$ cat src/hw/trr_consts.vh
// constants for the timer read resynchronisation block
`ifndef TRR_CONSTS_VH
`define TRR_CONSTS_VH

// sync interface control field positions and reset value
`define TRR_CTL_WIDTH 4
`define TRR_CTL_POSTED_BIT 2
`define TRR_CTL_READ_MODE_BIT 3
`define TRR_CTL_RESET 4'h0

// read select codes
`define TRR_SEL_COUNTER 2'h0
`define TRR_SEL_CAPTURE_ONE 2'h1
`define TRR_SEL_CAPTURE_TWO 2'h2
`define TRR_SEL_WATCHDOG 2'h3

// resynchroniser depth and watchdog wake wait
`define TRR_SYNC_STAGES 3
`define TRR_WAKE_IFACE_CYCLES 2
`define TRR_WAKE_FUNC_CYCLES 1

// functional clock divider and reset counts
`define TRR_FUNC_DIV 4
`define TRR_COUNT_RESET 32'h00000000
`define TRR_WDOG_RESET 32'h00000000

`endif

$ cat src/hw/trr_resync_stage.v
// multi-stage resynchroniser for one value crossing to the interface side
`timescale 1ns/1ps
module trr_resync_stage #(
  parameter WIDTH = 32,
  parameter STAGES = 3
) (
  // clock and reset
  input wire sys_clk,
  input wire sys_rst,
  // stage advance while the interface clock runs
  input wire adv,
  // value in and settled value out
  input wire [WIDTH-1:0] din,
  output wire [WIDTH-1:0] dout
);

  reg [WIDTH-1:0] pipe_reg [0:STAGES-1];
  integer i;

  ////////////////////////////////////////////////////////////////////////////
  // shift chain; frozen while the interface clock is stopped
  always @(posedge sys_clk) begin
    if (sys_rst) begin
      for (i = 0; i < STAGES; i = i + 1) begin
        pipe_reg[i] <= {WIDTH{1'b0}};
      end
    end else if (adv) begin
      pipe_reg[0] <= din;
      for (i = 1; i < STAGES; i = i + 1) begin
        pipe_reg[i] <= pipe_reg[i-1];
      end
    end
  end

  assign dout = pipe_reg[STAGES-1];

endmodule // trr_resync_stage

$ cat src/hw/trr_timer_read.v
// general timer and watchdog counters with resynchronised register reads
// Function
// - control bit 2 selects posted or non-posted
// - posted reads just after wake may be stale
// - non-posted reads after wake return current values
// - watchdog is posted only, no software switch
// - watchdog read right after wake may be stale
// - read-mode bit write-only on some timers, reads 0
`timescale 1ns/1ps
`include "trr_consts.vh"
module trr_timer_read #(
  parameter WIDTH = 32,
  parameter SYNC_STAGES = `TRR_SYNC_STAGES,
  parameter FUNC_DIV = `TRR_FUNC_DIV,
  parameter READ_MODE_WRITE_ONLY = 1'b0
) (
  // clock and reset
  input wire sys_clk,
  input wire sys_rst,
  // interface clock running indication
  input wire iface_clk_on,
  // timer and watchdog control
  input wire timer_enable,
  input wire wdog_enable,
  input wire capture_one_evt,
  input wire capture_two_evt,
  // sync interface control write and read
  input wire ctl_wr_en,
  input wire [3:0] ctl_wr_data,
  output wire [3:0] ctl_rd_data,
  // value read request
  input wire rd_req,
  input wire [1:0] rd_sel,
  output wire rd_busy,
  output reg rd_valid_reg,
  output reg [WIDTH-1:0] rd_data_reg,
  output reg rd_stale_reg,
  // status
  output wire resync_settled,
  output wire wdog_read_ok
);

  localparam ST_IDLE = 1'b0;
  localparam ST_WAIT = 1'b1;
  localparam [7:0] DIV_LAST = FUNC_DIV - 1;
  localparam [3:0] SETTLE_LAST = SYNC_STAGES;
  localparam [3:0] WAKE_IFACE = `TRR_WAKE_IFACE_CYCLES;
  localparam [3:0] WAKE_FUNC = `TRR_WAKE_FUNC_CYCLES;
  localparam [3:0] CTL_RESET = `TRR_CTL_RESET;

  reg [7:0] div_reg;
  reg func_tick_reg;
  reg [WIDTH-1:0] count_reg;
  reg [WIDTH-1:0] cap_one_reg;
  reg [WIDTH-1:0] cap_two_reg;
  reg [WIDTH-1:0] wdog_reg;
  reg posted_reg;
  reg read_mode_reg;
  reg iface_on_d_reg;
  reg [3:0] settle_reg;
  reg [3:0] wake_iface_reg;
  reg [3:0] wake_func_reg;
  reg state_reg;
  reg state_next;
  reg [1:0] sel_reg;
  wire wake;
  wire [WIDTH-1:0] count_sync;
  wire [WIDTH-1:0] cap_one_sync;
  wire [WIDTH-1:0] cap_two_sync;
  wire [WIDTH-1:0] wdog_sync;
  wire nonposted;
  wire take;
  wire answer_now;
  reg [WIDTH-1:0] sel_value;
  reg [1:0] use_sel;

  ////////////////////////////////////////////////////////////////////////////
  // functional clock rate as an enable pulse
  always @(posedge sys_clk) begin
    if (sys_rst) begin
      div_reg <= 8'h00;
      func_tick_reg <= 1'b0;
    end else begin
      func_tick_reg <= (div_reg == DIV_LAST);
      if (div_reg == DIV_LAST) begin
        div_reg <= 8'h00;
      end else begin
        div_reg <= div_reg + 8'h01;
      end
    end
  end

  ////////////////////////////////////////////////////////////////////////////
  // functional domain counters and captures
  always @(posedge sys_clk) begin
    if (sys_rst) begin
      count_reg <= `TRR_COUNT_RESET;
      cap_one_reg <= `TRR_COUNT_RESET;
      cap_two_reg <= `TRR_COUNT_RESET;
      wdog_reg <= `TRR_WDOG_RESET;
    end else begin
      if (func_tick_reg && timer_enable) begin
        count_reg <= count_reg + {{(WIDTH-1){1'b0}}, 1'b1};
      end
      if (capture_one_evt) begin
        cap_one_reg <= count_reg;
      end
      if (capture_two_evt) begin
        cap_two_reg <= count_reg;
      end
      if (func_tick_reg && wdog_enable) begin
        wdog_reg <= wdog_reg + {{(WIDTH-1){1'b0}}, 1'b1};
      end
    end
  end

  ////////////////////////////////////////////////////////////////////////////
  // sync interface control
  always @(posedge sys_clk) begin
    if (sys_rst) begin
      posted_reg <= CTL_RESET[`TRR_CTL_POSTED_BIT];
      read_mode_reg <= CTL_RESET[`TRR_CTL_READ_MODE_BIT];
    end else if (ctl_wr_en) begin
      posted_reg <= ctl_wr_data[`TRR_CTL_POSTED_BIT];
      read_mode_reg <= ctl_wr_data[`TRR_CTL_READ_MODE_BIT];
    end
  end

  // read-mode position reads zero on write-only variants
  assign ctl_rd_data = {read_mode_reg & ~READ_MODE_WRITE_ONLY,
                        posted_reg, 2'b00};
  // posted clear selects non-posted; read-mode set is software's part
  assign nonposted = ~posted_reg;

  ////////////////////////////////////////////////////////////////////////////
  // resynchronisers towards the interface side, advancing only while on
  trr_resync_stage #(.WIDTH(WIDTH), .STAGES(SYNC_STAGES)) u_sync_count (
    .sys_clk(sys_clk),
    .sys_rst(sys_rst),
    .adv(iface_clk_on),
    .din(count_reg),
    .dout(count_sync)
  );
  trr_resync_stage #(.WIDTH(WIDTH), .STAGES(SYNC_STAGES)) u_sync_cap_one (
    .sys_clk(sys_clk),
    .sys_rst(sys_rst),
    .adv(iface_clk_on),
    .din(cap_one_reg),
    .dout(cap_one_sync)
  );
  trr_resync_stage #(.WIDTH(WIDTH), .STAGES(SYNC_STAGES)) u_sync_cap_two (
    .sys_clk(sys_clk),
    .sys_rst(sys_rst),
    .adv(iface_clk_on),
    .din(cap_two_reg),
    .dout(cap_two_sync)
  );
  trr_resync_stage #(.WIDTH(WIDTH), .STAGES(SYNC_STAGES)) u_sync_wdog (
    .sys_clk(sys_clk),
    .sys_rst(sys_rst),
    .adv(iface_clk_on),
    .din(wdog_reg),
    .dout(wdog_sync)
  );

  ////////////////////////////////////////////////////////////////////////////
  // wake tracking: stages refill and watchdog wait after stopped to active
  assign wake = iface_clk_on & ~iface_on_d_reg;

  always @(posedge sys_clk) begin
    if (sys_rst) begin
      iface_on_d_reg <= 1'b0;
      settle_reg <= 4'h0;
      wake_iface_reg <= 4'h0;
      wake_func_reg <= 4'h0;
    end else begin
      iface_on_d_reg <= iface_clk_on;
      if (!iface_clk_on || wake) begin
        settle_reg <= 4'h0;
        wake_iface_reg <= 4'h0;
        wake_func_reg <= 4'h0;
      end else begin
        if (settle_reg != SETTLE_LAST) begin
          settle_reg <= settle_reg + 4'h1;
        end
        if (wake_iface_reg != WAKE_IFACE) begin
          wake_iface_reg <= wake_iface_reg + 4'h1;
        end
        if (func_tick_reg && wake_func_reg != WAKE_FUNC) begin
          wake_func_reg <= wake_func_reg + 4'h1;
        end
      end
    end
  end

  assign resync_settled = iface_clk_on && (settle_reg == SETTLE_LAST);
  assign wdog_read_ok = resync_settled && (wake_iface_reg == WAKE_IFACE) &&
                        (wake_func_reg == WAKE_FUNC);

  ////////////////////////////////////////////////////////////////////////////
  // read control: posted answers at once, non-posted waits for settling
  assign take = rd_req && iface_clk_on && (state_reg == ST_IDLE);
  // watchdog never takes the non-posted path
  assign answer_now = (rd_sel == `TRR_SEL_WATCHDOG) || !nonposted ||
                      resync_settled;

  always @* begin
    state_next = state_reg;
    case (state_reg)
      ST_IDLE: begin
        if (take && !answer_now) begin
          state_next = ST_WAIT;
        end
      end
      ST_WAIT: begin
        if (resync_settled) begin
          state_next = ST_IDLE;
        end
      end
      default: begin
        state_next = ST_IDLE;
      end
    endcase
  end

  assign rd_busy = (state_reg == ST_WAIT);

  always @* begin
    use_sel = (state_reg == ST_WAIT) ? sel_reg : rd_sel;
    case (use_sel)
      `TRR_SEL_COUNTER: sel_value = count_sync;
      `TRR_SEL_CAPTURE_ONE: sel_value = cap_one_sync;
      `TRR_SEL_CAPTURE_TWO: sel_value = cap_two_sync;
      default: sel_value = wdog_sync;
    endcase
  end

  always @(posedge sys_clk) begin
    if (sys_rst) begin
      state_reg <= ST_IDLE;
      sel_reg <= `TRR_SEL_COUNTER;
      rd_valid_reg <= 1'b0;
      rd_data_reg <= {WIDTH{1'b0}};
      rd_stale_reg <= 1'b0;
    end else begin
      state_reg <= state_next;
      rd_valid_reg <= 1'b0;
      if (take) begin
        sel_reg <= rd_sel;
      end
      if (take && answer_now) begin
        rd_valid_reg <= 1'b1;
        rd_data_reg <= sel_value;
        if (rd_sel == `TRR_SEL_WATCHDOG) begin
          rd_stale_reg <= ~wdog_read_ok;
        end else begin
          rd_stale_reg <= ~resync_settled;
        end
      end else if (state_reg == ST_WAIT && resync_settled) begin
        rd_valid_reg <= 1'b1;
        rd_data_reg <= sel_value;
        rd_stale_reg <= 1'b0;
      end
    end
  end

endmodule // trr_timer_read

$ cat config.mk
export PLATFORM = sky130hd
export DESIGN_NAME = trr_timer_read
export DESIGN_NICKNAME = d
export VERILOG_FILES = /design/src/hw/trr_resync_stage.v /design/src/hw/trr_timer_read.v
export VERILOG_INCLUDE_DIRS = /design/src /design/src/hw
export SDC_FILE = /design/constraint.sdc
export NUM_CORES = 1
export LEC_CHECK = 0
export BUFFER_PORTS_ARGS = -buffer_cell sky130_fd_sc_hd__buf_2
export CORE_MARGIN = 8
export CORE_UTILIZATION = 58
export CTS_BUF_LIST = sky130_fd_sc_hd__clkbuf_8 sky130_fd_sc_hd__clkbuf_16
export DETAILED_ROUTE_END_ITERATION = 16
export PLACE_DENSITY = 0.84
export SYNTH_ARGS = -nofsm -noshare
export SYNTH_HDL_FRONTEND = slang
export SYNTH_SLANG_ARGS = --single-unit
$ cat constraint.sdc
create_clock -name sys_clk -period 15.7 [get_ports sys_clk]
set_input_delay 3.925 -clock sys_clk [delete_from_list [all_inputs] [get_ports sys_clk]]
set_output_delay 3.925 -clock sys_clk [all_outputs]
set_load 0.01 [all_outputs]
==> results.txt, run 1 <==
Max Freq: 115.2 MHz
Clock skew: 0.01385 ns
Crit-path max FO: 6
Slew headroom: 17.66%
Final worst slack: 7.017 ns
Pre-antenna DRT Iters: 6
Clock buffer depth: 3
Post-route DRC violation count: 0
CP Launch Point: iface_clk_on
Final core utilization: 65.37%
Die height: 211.9 um
Global placer's final weighted congestion: 0.7093
CP startpoint kind: input port
Slowest CP cell: inv_1
Critical path's top delay family: buffers and inverters
Worst-case vdd ir drop: 0.07939 mV
Reg2reg end: wdog_reg[28]
WL per Instance: 17.86 um
Post-synthesis cell area: 0.02226 sq mm
Initial core utilization: 58.96%
Initial antenna violation count: 1
Minimum clock period: 8.683 ns
WP data arrival: 4.76 ns
Clk_lat worst skew: 0.58 ns
Predominant post-synthesis flop cell: edfxtp_1
Via count: 12170
Setup crit end: resync_settled
Crit-path max cell delay: 0.27 ns
Most common cell after layout, fill and taps aside: and2_1
Post-CTS Hold Fix Bufs: 0
CTS tree: built
Setup repair bufs after CTS: 0
Top Ports: 56
Crit path top cell by count: buf_2
Setup TNS Final: 0 ns
Placeable Area: 0.03776 sq mm
CP required: 11.77 ns
Post-Layout Cell Count: 2199
Reg2Reg Depth: 4
Placed cell area: 0.02291 sq mm
FFs w/ async S/R, synth: 0%
Worst Setup End Kind: output port
RSZ-0062 raised after global routing: no
Share of layout cells above drive strength 1: 10.61%
Worst r2r src: func_tick_reg
# clock sinks: 573
Hold Violations, Final: 0
Bufs and invs on worst path: 3
P_leak: 9.455 nW
Global route overflow: 0
Post-CTS resize count: 0
Ys Warns: 0
H-Tree Level Count: 2
Port Buf Inserts: 51
Placed Cells: 2096
Die X: 211.9 um
Worst hold slack: 0.4698 ns
Worst Hold Class: reg2reg
CTS buffer count: 55
Finished Cell Area: 0.02468 sq mm
DR vias/cell: 5.533
Synth Register Bits: 573
Number of synthesized flops with an enable pin: 384
Total power: 3.076 mW
Die area: 0.04490 sq mm
Fillers: 2507
Final layout net count: 1665
Avg Cell Area, Syn: 13.72 sq um
Vias in the first global route: 12180
Antenna Nets Post-Route: 0
Pre-CTS setup slack: 7.029 ns
Seq/Total Area, Yosys: 68.80%
Slew @ Worst Pin: 1.235 ns
Worst R2R Setup Slack: 12.91 ns
MaxCap Viol Count: 0
WS Path Type: in2out
Sequence of cells on the critical path: buf_2 > nand4bb_1 > inv_1 > buf_2
Global-route wire length before repair: 63070 um
Period utilisation layout: 55.31%
Routed WL: 39280 um
Pwr Density: 124.6 mW/mm^2
Area grow syn2layout: 10.87%
Clock-pin slew on the worst setup and hold paths: 0.06 ns
Setup violators final: 0
Status: finished, final reports clean
Hpwl dp: 22170 um
GRT Resource Usage Total: 17.59%
Final slew viol count: 0
Initial DRC Count: 917
Most frequent cells in the layout: 386 x and2_1, 384 x edfxtp_1, 189 x dfxtp_1, 117 x nor2_1, 69 x mux2i_1
Row count: 71
Stages on the worst setup path: 4
Largest net degree at the start of global routing: 173
Root Driver: clkbuf_16
Yosys cell types: 45
Cells after Synth: 1622
[worst min-delay path by stage]
stage / from / slack [ns] / endpoint / depth (start not counted)
global placement: rd_data_reg[30] / 0.45 / rd_data_reg[30] / 1
detailed placement: rd_data_reg[19] / 0.46 / rd_data_reg[19] / 1
floorplan: div_reg[0] / 0.44 / div_reg[0] / 1
CTS: rd_data_reg[30] / 0.48 / rd_data_reg[30] / 1
finish: rd_data_reg[30] / 0.47 / rd_data_reg[30] / 1
global route: rd_data_reg[12] / 0.49 / rd_data_reg[12] / 1
[cells in the mapped netlist, types with 2 or more instances]
library cell,number,area share [%]
and2_1,386,11
edfxtp_1,384,52
dfxtp_1,189,17
nor2_1,117,2.0
clkbuf_1,79,1.3
mux2i_1,71,3.2
a21oi_1,47,1.1
a22o_1,33,1.3
mux4_2,32,3.2
nand3_1,30,0.67
or4_1,23,0.78
xnor2_1,22,0.87
nand2_1,21,0.35
o31ai_1,21,0.71
o21ai_0,19,0.43
inv_1,18,0.30
or3_1,18,0.51
nand4_1,15,0.42
xor2_1,12,0.47
buf_1,10,0.17
nor3_1,9,0.20
buf_2,8,0.18
ha_1,8,0.45
and4_1,6,0.24
nor4_1,6,0.17
buf_4,5,0.17
and3_1,4,0.11
nand2b_1,4,0.11
nand3b_1,3,0.10
nor2b_1,3,0.084
nor3b_1,3,0.10
a211oi_1,2,0.067
or4_4,2,0.10
[routing by layer]
metal / vias to the layer above / wire length (um) / part of all wire [%] / global-route usage (%)
met5: - / 0 / 0 / 0
met4: 0 / 744 / 1.9 / 5.296
met1: 5986 / 16730 / 43 / 22.74
met3: 62 / 2221 / 5.7 / 3.564
met2: 308 / 19580 / 50 / 29.78
li1: 5810 / - / - / -
[layout make-up]
type | instances | area [sq um] | share of cell area (%)
Timing Repair Buffer | 65 | 362.8 | 1.470
Tap cell | 511 | 639.4 | 2.591
Sequential cell | 573 | 15310 | 62.05
Multi-Input combinational cell | 929 | 6530 | 26.46
Clock buffer | 59 | 1454 | 5.891
Clock inverter | 43 | 309.0 | 1.252
Antenna cell | 1 | 2.502 | 0.01014
Inverter | 18 | 67.56 | 0.2738
[report_power, final]
| part | total [mW] | switching, mW | internal [mW] |
|---|---|---|---|
| combinational | 0.110 | 0.0718 | 0.0387 |
| clock | 1.28 | 0.534 | 0.744 |
| sequential | 1.69 | 0.0170 | 1.67 |
| total | 3.08 | 0.623 | 2.45 |
[cells by family after synthesis]
group / share of synthesized area, %
AND/OR/NAND/NOR: 17.07
other: 0.01685
XOR/XNOR: 1.338
buffers and inverters: 2.175
multiplexers: 6.481
adder cells (fa/ha/maj): 0.4497
AO/OA/AOI/OAI: 3.670
flip-flops: 68.80
(Power assumes the default switching activity.)
==> run 2: changes to the inputs <==
Settings changed: CORE_UTILIZATION 58 to 56.
Clock period 15.7 ns to 7.5 ns, I/O delays scaled along.
==> run 2 against run 1 <==
- non-clock buffer count shrank 1
- die area grew 3.3%
- largest power group unchanged
- setup slack lost 4.1 ns
- count of clock-buffer cells in the layout is the same
- critical path depth is the same
==> results.txt, run 2 (synthesis gave the netlist of run 1 again) <==
Initial antenna violation count: 2 (+1)
RSZ-0062 raised after global routing: no
Die X: 215.4 um (+1.6%)
MaxCap Viol Count: 0 (unchanged)
Root Driver: clkbuf_16
Critical path's top delay family: buffers and inverters
Global route overflow: 0 (unchanged)
Finished Cell Area: 0.02482 sq mm (+0.55%)
Setup TNS Final: 0 ns (unchanged)
Antenna Nets Post-Route: 0 (unchanged)
Initial DRC Count: 1048 (+14%)
Clk_lat worst skew: 0.59 ns (about the same)
Setup violators final: 0 (unchanged)
Placeable Area: 0.03946 sq mm (+4.5%)
P_leak: 9.507 nW (+0.55%)
Routed WL: 37550 um (-4.4%)
Pwr Density: 263.6 mW/mm^2 (+110%)
Clock skew: 0.01837 ns (+0.004516 ns)
Top Ports: 56 (unchanged)
Period utilisation layout: 61.31%
Slowest CP cell: inv_1
Minimum clock period: 4.598 ns
Crit-path max cell delay: 0.26 ns (about the same)
Post-CTS resize count: 0 (unchanged)
Pre-CTS setup slack: 2.825 ns (-4.204 ns)
Row count: 73 (+2.8%)
CTS tree: built
Most common cell after layout, fill and taps aside: and2_1
Setup repair bufs after CTS: 0 (unchanged)
CP startpoint kind: input port
Largest net degree at the start of global routing: 291 (+68%)
CTS buffer count: 55 (unchanged)
H-Tree Level Count: 2 (unchanged)
Slew @ Worst Pin: 1.196 ns (-0.03878 ns)
Hpwl dp: 20980 um (-5.4%)
Via count: 12010 (-1.3%)
Initial core utilization: 56.41% (-2.5 points)
Slew headroom: 20.25% (+2.6 points)
Final slew viol count: 0 (unchanged)
Final worst slack: 2.902 ns (-4.115 ns)
Worst Hold Class: reg2reg
Placed cell area: 0.02295 sq mm (+0.15%)
GRT Resource Usage Total: 15.85% (-1.7 points)
WL per Instance: 16.96 um (-5.0%)
Status: finished, final reports clean
Share of layout cells above drive strength 1: 11.26% (+0.65 points)
WS Path Type: in2out
Post-CTS Hold Fix Bufs: 0 (unchanged)
Area grow syn2layout: 11.48%
Max Freq: 217.5 MHz
Post-route DRC violation count: 0 (unchanged)
Die area: 0.04639 sq mm (+3.3%)
Clock-pin slew on the worst setup and hold paths: 0.06 ns (about the same)
Pre-antenna DRT Iters: 5 (-1)
Crit-path max FO: 6 (unchanged)
Global-route wire length before repair: 60670 um (-3.8%)
# clock sinks: 573 (unchanged)
WP data arrival: 2.72 ns (-2.04 ns)
CP required: 5.62 ns (-6.15 ns)
Final core utilization: 62.89% (-2.5 points)
Most frequent cells in the layout: 386 x and2_1, 384 x edfxtp_1, 189 x dfxtp_1, 117 x nor2_1, 69 x mux2i_1
Worst-case vdd ir drop: 0.2001 mV (+150%)
DR vias/cell: 5.425 (-1.9%)
Bufs and invs on worst path: 3 (unchanged)
Die height: 215.4 um (+1.6%)
Global placer's final weighted congestion: 0.7246 (+2.2%)
Vias in the first global route: 12050 (-1.1%)
Hold Violations, Final: 0 (unchanged)
Port Buf Inserts: 51 (unchanged)
Worst Setup End Kind: output port
Sequence of cells on the critical path: buf_2 > nand4bb_1 > inv_1 > buf_2
Crit path top cell by count: buf_2
Clock buffer depth: 3 (unchanged)
Final layout net count: 1664 (-0.060%)
[run 2: cell count changes in the layout (fill, tap and decap cells not counted)]
cell | previous run | this run
clkbuf_16 | 57 | 55
clkbuf_8 | 2 | 4
clkinv_2 | 5 | 6
clkinvlp_4 | 0 | 6
inv_8 | 0 | 1
inv_16 | 0 | 2
inv_1 | 30 | 34
clkinv_1 | 19 | 5
buf_4 | 15 | 12
bufinv_16 | 5 | 7
buf_12 | 0 | 2
[run 2: routing by layer]
layer	vias up	wire [um]	global-route usage [%]
li1	5815	-	-
met1	5851	15880	19.81
met2	278	18880	27.27
met3	66	1835	3.007
met4	2	932	5.810
met5	-	16	0
[run 2: path summary, 6_finish.rpt]
path / start / endpoint / slack [ns] / cells past startpoint
worst min-delay path: rd_data_reg[30] / rd_data_reg[30] / 0.47 / 1
worst min register to register: rd_data_reg[30] / rd_data_reg[30] / 0.47 / 1
worst max register to register: func_tick_reg / wdog_reg[28] / 4.77 / 4
worst max-delay path: iface_clk_on / resync_settled / 2.90 / 4
[run 2: report_power, final]
group	switching, mW	internal [mW]
logic	0.148	0.0821
registers	0.0334	3.49
clock network	1.16	1.63
[run 2: final cells by class]
type / count / area [sq um]
inverters: 18 / 67.56
repair buffers: 64 / 380.4
multi-input cells: 929 / 6530
diodes: 1 / 2.502
flip-flops and latches: 573 / 15310
fillers: 2713 / 14640
clock inverters: 45 / 432.9
well taps: 525 / 656.9
clock buffers: 59 / 1431
[run 2: worst reg2reg max path, cell delays in order, from the launching register on]
cell and delay [ns]:
dfxtp_1 0.62, nand3_1 0.25, or4_1 0.95, or4_1 0.67, a21oi_1 0.17
[run 2: per-stage QoR]
stage	cells	hold slack, ns	total power [mW]
floorplan	1623	0.4373	3.757
global placement	2109	0.4507	3.814
CTS	2213	0.4756	6.606
detailed placement	2109	0.4556	3.830
finish	2214	0.4723	6.543
global route	2213	0.4920	6.757
